## src/hw/pwmg_defs.vh

```
`ifndef PWMG_DEFS_VH
`define PWMG_DEFS_VH

// Register byte offsets
`define PWMG_OFS_MASTER_DUTY    8'h00
`define PWMG_OFS_CONTROL        8'h04
`define PWMG_OFS_PRIMARY_DUTY   8'h08
`define PWMG_OFS_SECONDARY_DUTY 8'h0c
`define PWMG_OFS_LOCAL_PERIOD   8'h10
`define PWMG_OFS_STATUS         8'h14

// Control register bit positions
`define PWMG_BIT_FAULT_PEND     15
`define PWMG_BIT_CURLIM_PEND    14
`define PWMG_BIT_TRIG_PEND      13
`define PWMG_BIT_FAULT_IEN      12
`define PWMG_BIT_CURLIM_IEN     11
`define PWMG_BIT_TRIG_IEN       10
`define PWMG_BIT_LOCAL_PERIOD   9
`define PWMG_BIT_SHARED_DUTY    8
`define PWMG_BIT_DBC_HI         7
`define PWMG_BIT_DBC_LO         6
`define PWMG_BIT_DBC_POL        5
`define PWMG_BIT_TB_SELECT      3
`define PWMG_BIT_CENTER         2
`define PWMG_BIT_EXT_RESET      1
`define PWMG_BIT_IMMEDIATE      0

// Writable control bits (pending flags and bit 4 are not)
`define PWMG_CTL_WMASK          16'h1fef
`define PWMG_RST_VALUE          16'h0000

// Dead-time control encodings
`define PWMG_DBC_POSITIVE       2'b00
`define PWMG_DBC_NEGATIVE       2'b01
`define PWMG_DBC_OFF            2'b10
`define PWMG_DBC_COMP           2'b11

// Output mode encodings
`define PWMG_MODE_COMPL         2'b00
`define PWMG_MODE_REDUNDANT     2'b01
`define PWMG_MODE_PUSHPULL      2'b10
`define PWMG_MODE_INDEP         2'b11

// Duty limits and resolution
`define PWMG_MIN_PULSE          16'h0009
`define PWMG_COARSE_MASK        16'hfff8
`define PWMG_ZONE_NS            40
`define PWMG_CLK_NS             10
`define PWMG_ZONE_CYC           (`PWMG_ZONE_NS / `PWMG_CLK_NS)

`endif

```

## src/hw/pwmg_status_note.v

```verilog
`timescale 1ns/100ps
`default_nettype none
`default_nettype wire

```

## src/hw/pwmg_edge_adj.v

```verilog
`timescale 1ns/100ps
`default_nettype none

// Delays the rising edge (shorten) or the falling edge (lengthen)
// of one output by DEAD_CYC - 1 clock cycles.
module pwmg_edge_adj #(
  parameter DEAD_CYC = 2
) (
  input  wire  clk_i,
  input  wire  rst_n_i,
  input  wire  raw_i,
  input  wire  shorten_i,
  input  wire  lengthen_i,
  output reg   out_o
);

  reg  [7:0] wait_reg;
  reg  [7:0] wait_next;
  reg        out_next;

  localparam [7:0] LAST = DEAD_CYC - 1;

  always @*
  begin
    wait_next = 8'h00;
    out_next  = out_o;
    if (raw_i && !out_o)
    begin
      if (shorten_i && wait_reg < LAST)
        wait_next = wait_reg + 8'h01;
      else
        out_next = 1'b1;
    end
    else if (!raw_i && out_o)
    begin
      if (lengthen_i && wait_reg < LAST)
        wait_next = wait_reg + 8'h01;
      else
        out_next = 1'b0;
    end
  end

  always @(posedge clk_i)
  begin
    if (!rst_n_i)
    begin
      wait_reg <= 8'h00;
      out_o    <= 1'b0;
    end
    else
    begin
      wait_reg <= wait_next;
      out_o    <= out_next;
    end
  end

endmodule // pwmg_edge_adj

`default_nettype wire

```

## src/hw/pwmg_top.v

```verilog
// Operation
// - Duty limited to 0x0009 .. period minus 0x0009; code passes zero duty as zero
// - Coarser duty steps within 40 ns zone
// - Fault pending set; cleared by disabling enable
// - Current-limit pending set; cleared by disabling enable
// - Trigger pending set when enabled; disable clears
// - Local period select picks own period
// - Shared duty select picks master duty
// - Center alignment needs local period select
// - Center mode drops three duty/period LSBs
// - Dead-time field selects positive/negative/off/compensation; code applies negative in complementary mode only
// - Compensation polarity only matters in compensation
// - Compensation input and polarity choose shortened output
// - Time base select picks secondary time base
// - External reset: current limit restarts local time base
// - Immediate update or period-synchronised duty load
// - Primary duty drives both outputs unless independent
// - Secondary duty drives low output when independent
//
// The implementer's own choices: the register addresses and register access over APB.
`timescale 1ns/100ps
`default_nettype none
`include "pwmg_defs.vh"

module pwmg_top #(
  parameter DEAD_CYC       = 2,
  parameter SEC_TB_PRESENT = 1
) (
  input  wire        MCLK_I,
  input  wire        RST_N_I,
  input  wire        PSEL_I,
  input  wire        PENABLE_I,
  input  wire        PWRITE_I,
  input  wire [7:0]  PADDR_I,
  input  wire [31:0] PWDATA_I,
  output reg  [31:0] PRDATA_O,
  output wire        PREADY_O,
  output reg         PSLVERR_O,
  input  wire [15:0] MASTER_PERIOD_I,
  input  wire        PRI_SYNC_I,
  input  wire        SEC_SYNC_I,
  input  wire        MODULE_ENABLE_I,
  input  wire [1:0]  OUTPUT_MODE_I,
  input  wire        FAULT_I,
  input  wire        CURRENT_LIMIT_I,
  input  wire        TRIGGER_I,
  input  wire        DEADTIME_COMP_I,
  output wire        HIGH_OUTPUT_O,
  output wire        LOW_OUTPUT_O,
  output reg         FAULT_IRQ_O,
  output reg         CURRENT_LIMIT_IRQ_O,
  output reg         TRIGGER_IRQ_O
);

  localparam [15:0] ZONE_CYC = `PWMG_ZONE_CYC;
  localparam [15:0] MIN_P    = `PWMG_MIN_PULSE;

  // Fits a requested duty into what the generator can realise
  function [15:0] fit_duty;
    input [15:0] duty;
    input [15:0] per;
    input        center;
    reg   [15:0] v;
    reg   [15:0] hi;
    begin
      v  = duty;
      hi = (per > (MIN_P + MIN_P)) ? per - MIN_P : MIN_P;
      if (center)
        v = v & `PWMG_COARSE_MASK;
      if (v < MIN_P + ZONE_CYC || v + ZONE_CYC > hi)
        v = v & `PWMG_COARSE_MASK;
      if (duty == 16'h0000)
        fit_duty = 16'h0000;
      else if (v < MIN_P)
        fit_duty = MIN_P;
      else if (v > hi)
        fit_duty = hi;
      else
        fit_duty = v;
    end
  endfunction

  // Register file
  reg  [15:0] mst_reg;
  reg  [15:0] pdc_reg;
  reg  [15:0] sdc_reg;
  reg  [15:0] period_reg;
  reg  [15:0] ctl_reg;
  reg  [15:0] act_mst_reg;
  reg  [15:0] act_pdc_reg;
  reg  [15:0] act_sdc_reg;
  reg         fault_pend_reg;
  reg         curlim_pend_reg;
  reg         trig_pend_reg;

  // Pin synchronisers
  reg  [2:0]  fault_sync_reg;
  reg  [2:0]  curlim_sync_reg;
  reg  [1:0]  comp_sync_reg;

  // Time base
  reg  [15:0] cnt_reg;
  reg  [15:0] cnt_next;
  reg         down_reg;
  reg         down_next;
  reg         pp_phase_reg;
  reg         cycle_start;

  wire        wr_en   = PSEL_I & PENABLE_I & PWRITE_I;
  wire        wr_mst  = wr_en & (PADDR_I == `PWMG_OFS_MASTER_DUTY);
  wire        wr_ctl  = wr_en & (PADDR_I == `PWMG_OFS_CONTROL);
  wire        wr_pdc  = wr_en & (PADDR_I == `PWMG_OFS_PRIMARY_DUTY);
  wire        wr_sdc  = wr_en & (PADDR_I == `PWMG_OFS_SECONDARY_DUTY);
  wire        wr_per  = wr_en & (PADDR_I == `PWMG_OFS_LOCAL_PERIOD);
  wire [15:0] wdata   = PWDATA_I[15:0];
  wire [15:0] ctl_new = wr_ctl ? (wdata & `PWMG_CTL_WMASK) : ctl_reg;

  wire        local_period = ctl_reg[`PWMG_BIT_LOCAL_PERIOD];
  wire        shared_duty  = ctl_reg[`PWMG_BIT_SHARED_DUTY];
  wire [1:0]  dbc          = ctl_reg[`PWMG_BIT_DBC_HI:`PWMG_BIT_DBC_LO];
  wire        dbc_pol      = ctl_reg[`PWMG_BIT_DBC_POL];
  wire        tb_select    = ctl_reg[`PWMG_BIT_TB_SELECT];
  wire        immediate    = ctl_reg[`PWMG_BIT_IMMEDIATE];
  wire        ext_reset_en = ctl_reg[`PWMG_BIT_EXT_RESET];

  // Center alignment is ignored without a local period
  wire        center = ctl_reg[`PWMG_BIT_CENTER] & local_period;

  // Edge events and compensation level from synchronised pins
  wire        fault_evt  = fault_sync_reg[1] & ~fault_sync_reg[2];
  wire        curlim_evt = curlim_sync_reg[1] & ~curlim_sync_reg[2];
  wire        comp_in    = comp_sync_reg[1];

  // Period source
  wire [15:0] per_sel = local_period ? period_reg
                                     : MASTER_PERIOD_I;
  wire [15:0] period  = center ? (per_sel & `PWMG_COARSE_MASK)
                               : per_sel;

  // Secondary time base only where one is built
  wire        tb_sync = (tb_select && SEC_TB_PRESENT != 0) ? SEC_SYNC_I
                                                           : PRI_SYNC_I;
  wire        ext_restart = ext_reset_en & local_period & curlim_evt;

  // Duty sources
  wire [15:0] duty_h_sel = shared_duty ? act_mst_reg : act_pdc_reg;
  wire [15:0] duty_l_sel = shared_duty ? act_mst_reg : act_sdc_reg;
  wire [15:0] duty_h = fit_duty(duty_h_sel, period, center);
  wire [15:0] duty_l = fit_duty(duty_l_sel, period, center);

  wire        run     = MODULE_ENABLE_I;
  wire        below_h = run & (cnt_reg < duty_h);
  wire        below_l = run & (cnt_reg < duty_l);
  wire        indep   = (OUTPUT_MODE_I == `PWMG_MODE_INDEP);
  wire        compl   = (OUTPUT_MODE_I == `PWMG_MODE_COMPL);
  reg         raw_h;
  reg         raw_l;

  assign PREADY_O = 1'b1;

  // Time base counter; restarts on the selected time base sync unless local period
  always @*
  begin
    cnt_next    = cnt_reg;
    down_next   = down_reg;
    cycle_start = 1'b0;
    if (!run)
    begin
      cnt_next  = 16'h0000;
      down_next = 1'b0;
    end
    else if (ext_restart || (!local_period && tb_sync))
    begin
      cnt_next    = 16'h0000;
      down_next   = 1'b0;
      cycle_start = 1'b1;
    end
    else if (!center)
    begin
      if (cnt_reg + 16'h0001 >= period)
      begin
        cnt_next    = 16'h0000;
        cycle_start = 1'b1;
      end
      else
        cnt_next = cnt_reg + 16'h0001;
    end
    else if (!down_reg)
    begin
      if (cnt_reg >= period)
      begin
        down_next = 1'b1;
        cnt_next  = (cnt_reg == 16'h0000) ? 16'h0000
                                          : cnt_reg - 16'h0001;
      end
      else
        cnt_next = cnt_reg + 16'h0001;
    end
    else if (cnt_reg == 16'h0000)
    begin
      down_next   = 1'b0;
      cnt_next    = 16'h0001;
      cycle_start = 1'b1;
    end
    else
      cnt_next = cnt_reg - 16'h0001;
  end

  // Output mode steering
  always @*
  begin
    raw_h = below_h;
    raw_l = 1'b0;
    case (OUTPUT_MODE_I)
      `PWMG_MODE_INDEP:
        raw_l = below_l;
      `PWMG_MODE_COMPL:
        raw_l = run & ~below_h;
      `PWMG_MODE_REDUNDANT:
        raw_l = below_h;
      `PWMG_MODE_PUSHPULL:
      begin
        raw_h = below_h & ~pp_phase_reg;
        raw_l = below_h & pp_phase_reg;
      end
      default:
        raw_l = 1'b0;
    endcase
  end

  // Dead-time steering per output
  reg         short_h;
  reg         long_h;
  reg         short_l;
  reg         long_l;
  wire        comp_sel = comp_in ^ dbc_pol;

  always @*
  begin
    short_h = 1'b0;
    long_h  = 1'b0;
    short_l = 1'b0;
    long_l  = 1'b0;
    case (dbc)
      `PWMG_DBC_POSITIVE:
      begin
        short_h = 1'b1;
        short_l = 1'b1;
      end
      `PWMG_DBC_NEGATIVE:
      begin
        long_h = compl;
        long_l = compl;
      end
      `PWMG_DBC_OFF:
        short_h = 1'b0;
      `PWMG_DBC_COMP:
      begin
        short_h = ~comp_sel;
        long_l  = ~comp_sel;
        short_l = comp_sel;
        long_h  = comp_sel;
      end
      default:
        short_h = 1'b0;
    endcase
  end

  pwmg_edge_adj #(
    .DEAD_CYC   (DEAD_CYC)
  ) u_adj_high (
    .clk_i      (MCLK_I),
    .rst_n_i    (RST_N_I),
    .raw_i      (raw_h),
    .shorten_i  (short_h),
    .lengthen_i (long_h),
    .out_o      (HIGH_OUTPUT_O)
  );

  pwmg_edge_adj #(
    .DEAD_CYC   (DEAD_CYC)
  ) u_adj_low (
    .clk_i      (MCLK_I),
    .rst_n_i    (RST_N_I),
    .raw_i      (raw_l),
    .shorten_i  (short_l),
    .lengthen_i (long_l),
    .out_o      (LOW_OUTPUT_O)
  );

  // Registers, pending flags and time base state
  always @(posedge MCLK_I)
  begin
    if (!RST_N_I)
    begin
      mst_reg         <= `PWMG_RST_VALUE;
      pdc_reg         <= `PWMG_RST_VALUE;
      sdc_reg         <= `PWMG_RST_VALUE;
      period_reg      <= `PWMG_RST_VALUE;
      ctl_reg         <= `PWMG_RST_VALUE;
      act_mst_reg     <= `PWMG_RST_VALUE;
      act_pdc_reg     <= `PWMG_RST_VALUE;
      act_sdc_reg     <= `PWMG_RST_VALUE;
      fault_pend_reg  <= 1'b0;
      curlim_pend_reg <= 1'b0;
      trig_pend_reg   <= 1'b0;
      fault_sync_reg  <= 3'b000;
      curlim_sync_reg <= 3'b000;
      comp_sync_reg   <= 2'b00;
      cnt_reg         <= 16'h0000;
      down_reg        <= 1'b0;
      pp_phase_reg    <= 1'b0;
    end
    else
    begin
      fault_sync_reg  <= {fault_sync_reg[1:0], FAULT_I};
      curlim_sync_reg <= {curlim_sync_reg[1:0], CURRENT_LIMIT_I};
      comp_sync_reg   <= {comp_sync_reg[0], DEADTIME_COMP_I};
      cnt_reg         <= cnt_next;
      down_reg        <= down_next;
      if (!run)
        pp_phase_reg <= 1'b0;
      else if (cycle_start)
        pp_phase_reg <= ~pp_phase_reg;

      ctl_reg <= ctl_new;
      if (wr_mst)
        mst_reg <= wdata;
      if (wr_pdc)
        pdc_reg <= wdata;
      if (wr_sdc)
        sdc_reg <= wdata;
      if (wr_per)
        period_reg <= wdata;

      // Buffered duty loads at period start unless immediate
      if (wr_mst && immediate)
        act_mst_reg <= wdata;
      else if (cycle_start)
        act_mst_reg <= mst_reg;
      if (wr_pdc && immediate)
        act_pdc_reg <= wdata;
      else if (cycle_start)
        act_pdc_reg <= pdc_reg;
      if (wr_sdc && immediate)
        act_sdc_reg <= wdata;
      else if (cycle_start)
        act_sdc_reg <= sdc_reg;

      // Disabling an enable clears its flag, even over an event
      fault_pend_reg  <= ctl_new[`PWMG_BIT_FAULT_IEN] &
                         (fault_pend_reg | fault_evt);
      curlim_pend_reg <= ctl_new[`PWMG_BIT_CURLIM_IEN] &
                         (curlim_pend_reg | curlim_evt);
      trig_pend_reg   <= ctl_new[`PWMG_BIT_TRIG_IEN] &
                         (trig_pend_reg | TRIGGER_I);
    end
  end

  // Interrupt request levels follow the pending flags
  always @(posedge MCLK_I)
  begin
    if (!RST_N_I)
    begin
      FAULT_IRQ_O         <= 1'b0;
      CURRENT_LIMIT_IRQ_O <= 1'b0;
      TRIGGER_IRQ_O       <= 1'b0;
    end
    else
    begin
      FAULT_IRQ_O         <= fault_pend_reg;
      CURRENT_LIMIT_IRQ_O <= curlim_pend_reg;
      TRIGGER_IRQ_O       <= trig_pend_reg;
    end
  end

  // Read data captured in the setup phase; zero wait states
  reg  [31:0] rdata_next;
  reg         err_next;

  always @*
  begin
    rdata_next = 32'h0000_0000;
    err_next   = 1'b0;
    case (PADDR_I)
      `PWMG_OFS_MASTER_DUTY:
        rdata_next = {16'h0000, mst_reg};
      `PWMG_OFS_CONTROL:
        rdata_next = {16'h0000, fault_pend_reg, curlim_pend_reg,
                      trig_pend_reg, ctl_reg[12:0]};
      `PWMG_OFS_PRIMARY_DUTY:
        rdata_next = {16'h0000, pdc_reg};
      `PWMG_OFS_SECONDARY_DUTY:
        rdata_next = {16'h0000, sdc_reg};
      `PWMG_OFS_LOCAL_PERIOD:
        rdata_next = {16'h0000, period_reg};
      `PWMG_OFS_STATUS:
        rdata_next = {12'h000, pp_phase_reg, LOW_OUTPUT_O,
                      HIGH_OUTPUT_O, down_reg, cnt_reg};
      default:
        err_next = 1'b1;
    endcase
  end

  always @(posedge MCLK_I)
  begin
    if (!RST_N_I)
    begin
      PRDATA_O  <= 32'h0000_0000;
      PSLVERR_O <= 1'b0;
    end
    else if (PSEL_I && !PENABLE_I)
    begin
      PRDATA_O  <= PWRITE_I ? 32'h0000_0000 : rdata_next;
      PSLVERR_O <= err_next;
    end
  end

endmodule // pwmg_top

`default_nettype wire

```

## config.mk

```make
export PLATFORM = sky130hd
export DESIGN_NAME = pwmg_top
export DESIGN_NICKNAME = d
export VERILOG_FILES = /design/src/hw/pwmg_status_note.v /design/src/hw/pwmg_edge_adj.v /design/src/hw/pwmg_top.v
export VERILOG_INCLUDE_DIRS = /design/src /design/src/hw
export SDC_FILE = /design/constraint.sdc
export NUM_CORES = 1
export LEC_CHECK = 0
export BUFFER_PORTS_ARGS = -buffer_cell sky130_fd_sc_hd__buf_2
export CAP_MARGIN = 20
export CORE_MARGIN = 5
export CORE_UTILIZATION = 57
export CTS_BUF_LIST = sky130_fd_sc_hd__clkbuf_8
export DETAILED_ROUTE_END_ITERATION = 7
export GPL_TIMING_DRIVEN = 0
export PLACE_DENSITY = 0.79
export SYNTH_ARGS = -nofsm -noshare
export SYNTH_HDL_FRONTEND = slang
export SYNTH_SLANG_ARGS = --single-unit
```

## constraint.sdc

```tcl
create_clock -name MCLK_I -period 8.1 [get_ports MCLK_I]
set_input_delay 0.81 -clock MCLK_I [delete_from_list [all_inputs] [get_ports MCLK_I]]
set_output_delay 0.81 -clock MCLK_I [all_outputs]
set_load 0.01 [all_outputs]
```

==> impl_metrics.ini, run 1 <==
[timing]
tightest_slew_ps = 1086
final_hold_viol_count = 0
fin_ws_ps = 10.52
period_needed_ps = 8089
whs_ps = 449.8
finalCritPeriodShare_pct = 99.87
fin_skew_ps = 19.39
relSlewSlack_pct = 27.42
fmax_ghz = 0.1236
slew_viol_final = 0
rsz0062_at_grt = yes
fin_setup_tns_ps = 0
setup_viol = 0

[min_path]
worst_hold_startpoint = fault_sync_reg[0]$_SDFF_PN0_
hold_path_class = reg -> reg

[drt]
firstDrtPassIters = 6
drc_errors = 0
avgViaCountPerCell = 6.431
drt_iter0_markers = 2074
drt-wirelength-per-cell_um = 22.11
antenna_left = 0
wl_mm = 51.28
vias = 14910

[global_routing]
grt_pass1_vias = 13280
grt_pass1_wl_mm = 75.08
grt_max_degree = 22
globalRoute.totalOverflow = 0
grt_antenna_before_repair = 0
grt_usage_pct = 35.80

[critical_path]
worstPathMaxFanout = 6
path_class = reg -> reg
cp-end-kind = flip-flop
cp-start-kind = flip-flop
reg2reg_from = ctl_reg[9]$_SDFFE_PN0P_
startpoint = ctl_reg[9]$_SDFFE_PN0P_
worstPathRequired_ps = 8500
arrival_ps = 8480
worstRegToRegCells = 38
critical_path.endpoint = u_adj_low.wait_reg[2]$_SDFF_PN0_
rrSetupSlack_ps = 10
cp_slowest_cell = nor4_4
slowest_delay_ps = 450
r2r-end = u_adj_low.wait_reg[2]$_SDFF_PN0_

[clock_tree]
numClockSinks = 195
insertion_delay_ps = 480
htreeDepth = 4
cts_root_buf = clkbuf_8
cts_tree = built
clkTransAtPathRegs_ps = 120
numCtsBuffers = 17
cts_max_path_buffers = 2

[logic_synthesis]
synth-main-ff-cell = dfxtp_1
synthCells = 1805
synth_seq_cells = 195
synth_simple_gate_area_share_pct = 23.63
ys_types = 74
synth_edf_count = 0
muxShareOfSynthArea_pct = 3.938
synth_compound_area_share_pct = 22.04
avgSynthCellArea_um2 = 7.586
synth_top_family_by_area = simple AND/OR/NAND/NOR gates
netlist_area_um2 = 13690
synthAdderAreaFrac_pct = 12.96
synth_xor_area_share_pct = 3.582
ys_async_sr_fraction_pct = 0
yosysSeqAreaShare_pct = 28.51
yosys_warnings = 0

[finish]
final_area_um2 = 16270
seqCellArea_um2 = 3913
top_register = PRDATA_O
finalNonFillerCells = 2319
final_common_cell = nand2_1
final_cell_mix = nand2_1, dfxtp_1, a21oi_1
num_antenna_cells = 0
areaGrowthSynthToFinish_pct = 18.81
drive_above_1_share_pct = 16.80
n_fill_cell = 1929
nets = 2198
largest_register_ffs = 20
multi_input_area_um2 = 9751

[floorplan]
core.rowCount = 56
die_h_um = 165.0
initial_utilization_pct = 58.16
die_area_um2 = 27220
pin_count = 109
fp.dieW_um = 165.0
fp.coreArea_um2 = 23540

[placement]
dpl.hpwl_mm = 38.55
post_dp_cell_area_um2 = 14570
gp_congestion = 1.035
place_ws_ps = -2156
dp_cells = 2225
port_buffers = 78

[run_status]
outcome = finished clean

[run]
max_cap_viol_count = 0

[power]
vdd_drop_max_v = 0.0001228
powerDensity_nw_per_um2 = 114.0
power_leakage_uw = 0.006681
## timing repair
| item | 4_1_cts | 5_1_grt |
|---|---|---|
| pin swaps | 21 | 52 |
| gates resized for setup | 93 | 91 |
| hold buffers | 0 | 0 |
| endpoints found under the setup margin | 8 | 8 |
| cloned | 1 | 2 |
| setup buffers | 18 | 42 |
## cell usage after synthesis, drive strengths merged (40+ instances only)
cell type | count | share of area [%]
inv | 56 | 1.5
mux2i | 40 | 3.0
nor3 | 40 | 1.5
a21oi | 155 | 5.7
a31oi | 69 | 3.2
nand2 | 387 | 11
ha | 141 | 13
nor2 | 79 | 2.3
clkbuf | 85 | 2.3
dfxtp | 195 | 29
o21ai | 93 | 3.4
## power by group
part	switching, uW	total (uW)	internal, uW
logic	145	223	77.7
clock network	415	666	250
registers	3.97	967	963
## critical path, delay by kind of cell, from the launching register on
| kind | cells | cell delay (ps) |
|---|---|---|
| AOI/OAI and AO/OA | 14 | 2620 |
| and+or+nand+nor | 15 | 3380 |
| buffers and inverters | 5 | 770 |
| adders and majority gates | 3 | 670 |
| muxes | 1 | 190 |
| DFF | 1 | 390 |
## kinds of logic (layout without fill, tap and decap cells)
logic type	count (synthesis)	in the layout
AND/OR/NAND/NOR	705	705
multiplexers	52	52
other	2	23
buffers and inverters	170	344
flip-flops	195	195
AO/OA/AOI/OAI	483	483
XOR/XNOR	56	56
adder cells (fa/ha/maj)	142	142
## final cells by class
class                   count  area share [%]
flip-flops and latches    195           24.05
clock buffers              18           1.523
inverters                  56           1.292
plain buffers             113           3.861
clock inverters            14           1.092
multi-input cells        1461           59.93
well taps                 319           2.453
repair buffers            143           5.799
## routing by layer
| metal | track usage, % | part of all wire (%) | vias up |
|---|---|---|---|
| li1 | - | - | 6764 |
| met1 | 48.22 | 39 | 6894 |
| met2 | 55.18 | 42 | 1014 |
| met3 | 5.690 | 11 | 242 |
| met4 | 18.83 | 7.3 | 0 |
| met5 | 0 | 0 | - |
## worst min path at each step
| stage | to | slack [ps] | cells after the start |
|---|---|---|---|
| final | fault_sync_reg[1]$_SDFF_PN0_ | 450 | 1 |
| after detailed placement | fault_sync_reg[1]$_SDFF_PN0_ | 420 | 1 |
| after global placement | comp_sync_reg[1]$_SDFF_PN0_ | 410 | 1 |
| after CTS | comp_sync_reg[1]$_SDFF_PN0_ | 450 | 1 |
| after global routing | curlim_sync_reg[1]$_SDFF_PN0_ | 470 | 1 |
| after floorplan | comp_sync_reg[1]$_SDFF_PN0_ | 410 | 1 |
## stage by stage
step           power, uW  util, %
2_1_floorplan       1098        -
3_3_place_gp        1165    61.86
3_5_place_dp        1170    61.90
4_1_cts             1822    65.91
5_1_grt             1905    69.11
6_report            1855    69.11
Note: power is estimated with default switching activity, not from simulation.
==> run 2: changes to the inputs <==
REMOVE_ABC_BUFFERS = 1   (was not set)
==> impl_metrics.ini, run 2 (synthesis results as in run 1) <==
[floorplan]
pin_count = 109
fp.dieW_um = 165.0
fp.coreArea_um2 = 23540
die_area_um2 = 27220
core.rowCount = 56
initial_utilization_pct = 58.16
die_h_um = 165.0

[finish]
multi_input_area_um2 = 9718
drive_above_1_share_pct = 15.92
areaGrowthSynthToFinish_pct = 14.78
fin_util_pct = 66.76
nets = 2082
final_common_cell = nand2_1
seqCellArea_um2 = 3913
n_fill_cell = 2002
final_cell_mix = nand2_1, dfxtp_1, a21oi_1
top_register = PRDATA_O
num_antenna_cells = 0
largest_register_ffs = 20

[run_status]
violations = setup timing
outcome = finished, violations left

[power]
powerDensity_nw_per_um2 = 119.4
power_leakage_uw = 0.006378
vdd_drop_max_v = 0.0001320

[timing]
period_needed_ps = 8214
tightest_slew_ps = 1071
final_hold_viol_count = 0
finalCritPeriodShare_pct = 101.4
slew_viol_final = 0
fin_skew_ps = 24.53
setup_viol = 2
fin_ws_ps = -113.7
relSlewSlack_pct = 28.42
rsz0062_at_grt = yes
fin_setup_tns_ps = -213.2
fmax_ghz = 0.1217

[clock_tree]
cts_root_buf = clkbuf_8
cts_max_path_buffers = 2
htreeDepth = 4
numCtsBuffers = 17
clkTransAtPathRegs_ps = 120
cts_tree = built
numClockSinks = 195
insertion_delay_ps = 490

[global_routing]
grt_pass1_vias = 13180
grt_antenna_before_repair = 1
grt_usage_pct = 34.45
globalRoute.totalOverflow = 0
grt_max_degree = 68
grt_pass1_wl_mm = 73.17

[placement]
gp_congestion = 1.046
port_buffers = 79
dpl.hpwl_mm = 33.38

[drt]
avgViaCountPerCell = 6.546
antenna_left = 0
drt-wirelength-per-cell_um = 21.93
vias = 14420
wl_mm = 48.30
drc_errors = 0
firstDrtPassIters = 7
drt_iter0_markers = 1895

[critical_path]
path_class = reg -> reg
rrSetupSlack_ps = -110
cp-start-kind = flip-flop
cp-end-kind = flip-flop
worstPathMaxFanout = 5
worstPathRequired_ps = 8510
cp_slowest_cell = or3b_4
slowest_delay_ps = 490
arrival_ps = 8620

[run]
max_cap_viol_count = 0

[min_path]
hold_path_class = reg -> reg
==> run 2: cell type report <==
class,count,area share [%]
multi-input combinational,1462,61.83
sequential,195,24.89
timing repair buffer,139,6.568
tap,319,2.540
clock buffer,17,1.489
inverter,56,1.353
clock inverter,15,1.322
==> run 2: layer usage <==
layer | vias up | track usage (%) | wire [um]
met4 | 2 | 18.71 | 2835
li1 | 6528 | - | -
met5 | - | 0 | 8
met2 | 976 | 53.04 | 21190
met1 | 6712 | 44.87 | 18410
met3 | 203 | 7.587 | 5858
==> run 2: timing repair <==
item | CTS | global route
buffers inserted | 15 | 34
endpoints found under the hold margin | 0 | 0
pin swaps | 7 | 37
hold buffers | 0 | 0
setup endpoints to repair | 8 | 7
gates cloned | 1 | 1
gates resized for setup | 54 | 68
==> run 2: metrics by stage <==
step	setup WS, ps	total power [uW]	instances	hold WS, ps	area [um^2]
detailed placement	-2283	1158	2118	422.8	14200
global placement	-2838	1149	2110	419.7	14050
floorplan	-556.2	1084	1712	411.8	13260
finish	-113.7	1876	2203	450.9	15720
global route	-334.2	1929	2203	483.3	15720
CTS	2.423	1854	2166	452.5	15040
==> run 2: power by group <==
part / switching, uW / total [uW] / internal (uW)
registers: 3.51 / 967 / 963
clock network: 412 / 707 / 295
logic: 133 / 202 / 68.8
total: 549 / 1880 / 1330
==> run 2: final timing paths <==
check / start / endpoint / depth (start not counted)
worst max register to register: ctl_reg[9]$_SDFFE_PN0P_ / u_adj_low.wait_reg[2]$_SDFF_PN0_ / 37
worst min register to register: comp_sync_reg[0]$_SDFF_PN0_ / comp_sync_reg[1]$_SDFF_PN0_ / 1
worst min-delay path: comp_sync_reg[0]$_SDFF_PN0_ / comp_sync_reg[1]$_SDFF_PN0_ / 1
worst max-delay path: ctl_reg[9]$_SDFFE_PN0P_ / u_adj_low.wait_reg[2]$_SDFF_PN0_ / 37
==> run 2: critical path: cells and delay by family, from the launching register on <==
| family | cells | cell delay, ps |
|---|---|---|
| buffers and inverters | 4 | 640 |
| DFF | 1 | 430 |
| muxes | 1 | 210 |
| AOI/OAI and AO/OA | 14 | 2500 |
| and+or+nand+nor | 15 | 3710 |
| adders and majority gates | 3 | 650 |
==> run 3: changes to the inputs <==
==> constraint.sdc (replaced) <==
create_clock -name MCLK_I -period 8.1 [get_ports MCLK_I]
set_input_delay 1.62 -clock MCLK_I [delete_from_list [all_inputs] [get_ports MCLK_I]]
set_output_delay 1.62 -clock MCLK_I [all_outputs]
set_load 0.01 [all_outputs]
==> impl_metrics.ini, run 3 (synthesis results as in run 1) <==
[run_status]
outcome = finished, violations left
violations = setup timing

[placement]
port_buffers = 79
place_ws_ps = -2899
dpl.hpwl_mm = 33.38
dp_cells = 2118
gp_congestion = 1.046

[timing]
setup_viol = 8
relSlewSlack_pct = 27.68
fmax_ghz = 0.1154
finalCritPeriodShare_pct = 107.0
slew_viol_final = 0
fin_ws_ps = -564.7
period_needed_ps = 8665
rsz0062_at_grt = yes
fin_skew_ps = 25.32
final_hold_viol_count = 0
tightest_slew_ps = 1082

[run]
max_cap_viol_count = 0

[floorplan]
pin_count = 109
initial_utilization_pct = 58.16
die_area_um2 = 27220
fp.dieW_um = 165.0
fp.coreArea_um2 = 23540
die_h_um = 165.0
core.rowCount = 56

[critical_path]
slowest_delay_ps = 500
worstPathMaxFanout = 4
cp_slowest_cell = or3b_4
path_class = in -> reg
cp-end-kind = flip-flop
arrival_ps = 9070
cp-start-kind = input pin
crit_path_frequent_cell = o21ai_2
worstPathRequired_ps = 8500

[global_routing]
grt_max_degree = 68
grt_pass1_wl_mm = 73.42
grt_usage_pct = 34.60
globalRoute.totalOverflow = 0
grt_pass1_vias = 13220
grt_antenna_before_repair = 2

[drt]
drc_errors = 0
drt_iter0_markers = 2019
vias = 14370
drt-wirelength-per-cell_um = 21.79
firstDrtPassIters = 6
avgViaCountPerCell = 6.542
antenna_left = 0
wl_mm = 47.88

[clock_tree]
numClockSinks = 195
cts_tree = built
numCtsBuffers = 17
insertion_delay_ps = 500
cts_root_buf = clkbuf_8
clkTransAtPathRegs_ps = 120
hold_buffers = 0
cts_max_path_buffers = 2
htreeDepth = 4

[finish]
finalNonFillerCells = 2197
final_cell_mix = nand2_1, dfxtp_1, a21oi_1
final_common_cell = nand2_1
drive_above_1_share_pct = 15.55
multi_input_area_um2 = 9734
nets = 2076
num_antenna_cells = 0
largest_register_ffs = 20
areaGrowthSynthToFinish_pct = 14.38
top_register = PRDATA_O
seqCellArea_um2 = 3911
n_fill_cell = 1999

[power]
vdd_drop_max_v = 0.0001331
power_leakage_uw = 0.006315
powerDensity_nw_per_um2 = 119.8

[min_path]
hold_path_class = reg -> reg
-- run 3: worst paths after layout --
kind | start | to | slack, ps | cells after the start
max | MASTER_PERIOD_I[0] | u_adj_low.wait_reg[0]$_SDFF_PN0_ | -560 | 37
min reg2reg | comp_sync_reg[0]$_SDFF_PN0_ | comp_sync_reg[1]$_SDFF_PN0_ | 450 | 1
min | comp_sync_reg[0]$_SDFF_PN0_ | comp_sync_reg[1]$_SDFF_PN0_ | 450 | 1
max reg2reg | ctl_reg[9]$_SDFFE_PN0P_ | u_adj_low.wait_reg[0]$_SDFF_PN0_ | -450 | 36
-- run 3: report_power, final --
part	switching, uW	total (uW)	internal, uW
Combinational	134	202	68.2
Sequential	3.69	967	963
Clock	413	708	295
Total	551	1880	1330
-- run 3: through the flow --
step | hold slack [ps] | total power, uW | TNS (ps) | utilization (%) | instance area (um^2)
6_report | 451.5 | 1877 | -2996 | 66.53 | 15660
5_1_grt | 483.3 | 1929 | -4636 | 66.53 | 15660
2_1_floorplan | 411.8 | 1084 | -4220 | - | 13260
3_3_place_gp | 419.7 | 1149 | -20450 | 59.69 | 14050
3_5_place_dp | 422.8 | 1158 | -20730 | 60.34 | 14200
4_1_cts | 452.5 | 1863 | -1143 | 65.44 | 15410
-- run 3: metal layers --
metal  part of all wire [%]  wire [um]  global-route usage, %
met5                  0.046         22                      0
met3                     12       5532                  7.387
met2                     43      20790                  53.49
met1                     39      18530                  45.14
met4                    6.3       2997                  18.49
-- run 3: worst max-delay path: cells and delay by family --
family | cells | cell delay [ps]
AOI/OAI and AO/OA | 16 | 2900
buffers and inverters | 5 | 610
and+or+nand+nor | 12 | 2960
muxes | 1 | 290
adders and majority gates | 3 | 690
-- run 3: timing repair --
action	in CTS	in global routing
pin swaps	47	34
buffers inserted	35	9
gates resized for setup	99	25
gates cloned	2	0
endpoints found under the setup margin	8	8
-- run 3: cell type report --
type	count	area share, %
tap	319	2.548
sequential	195	24.97
multi-input combinational	1462	62.15
inverter	56	1.390
clock buffer	17	1.494
clock inverter	15	1.326
timing repair buffer	133	6.119
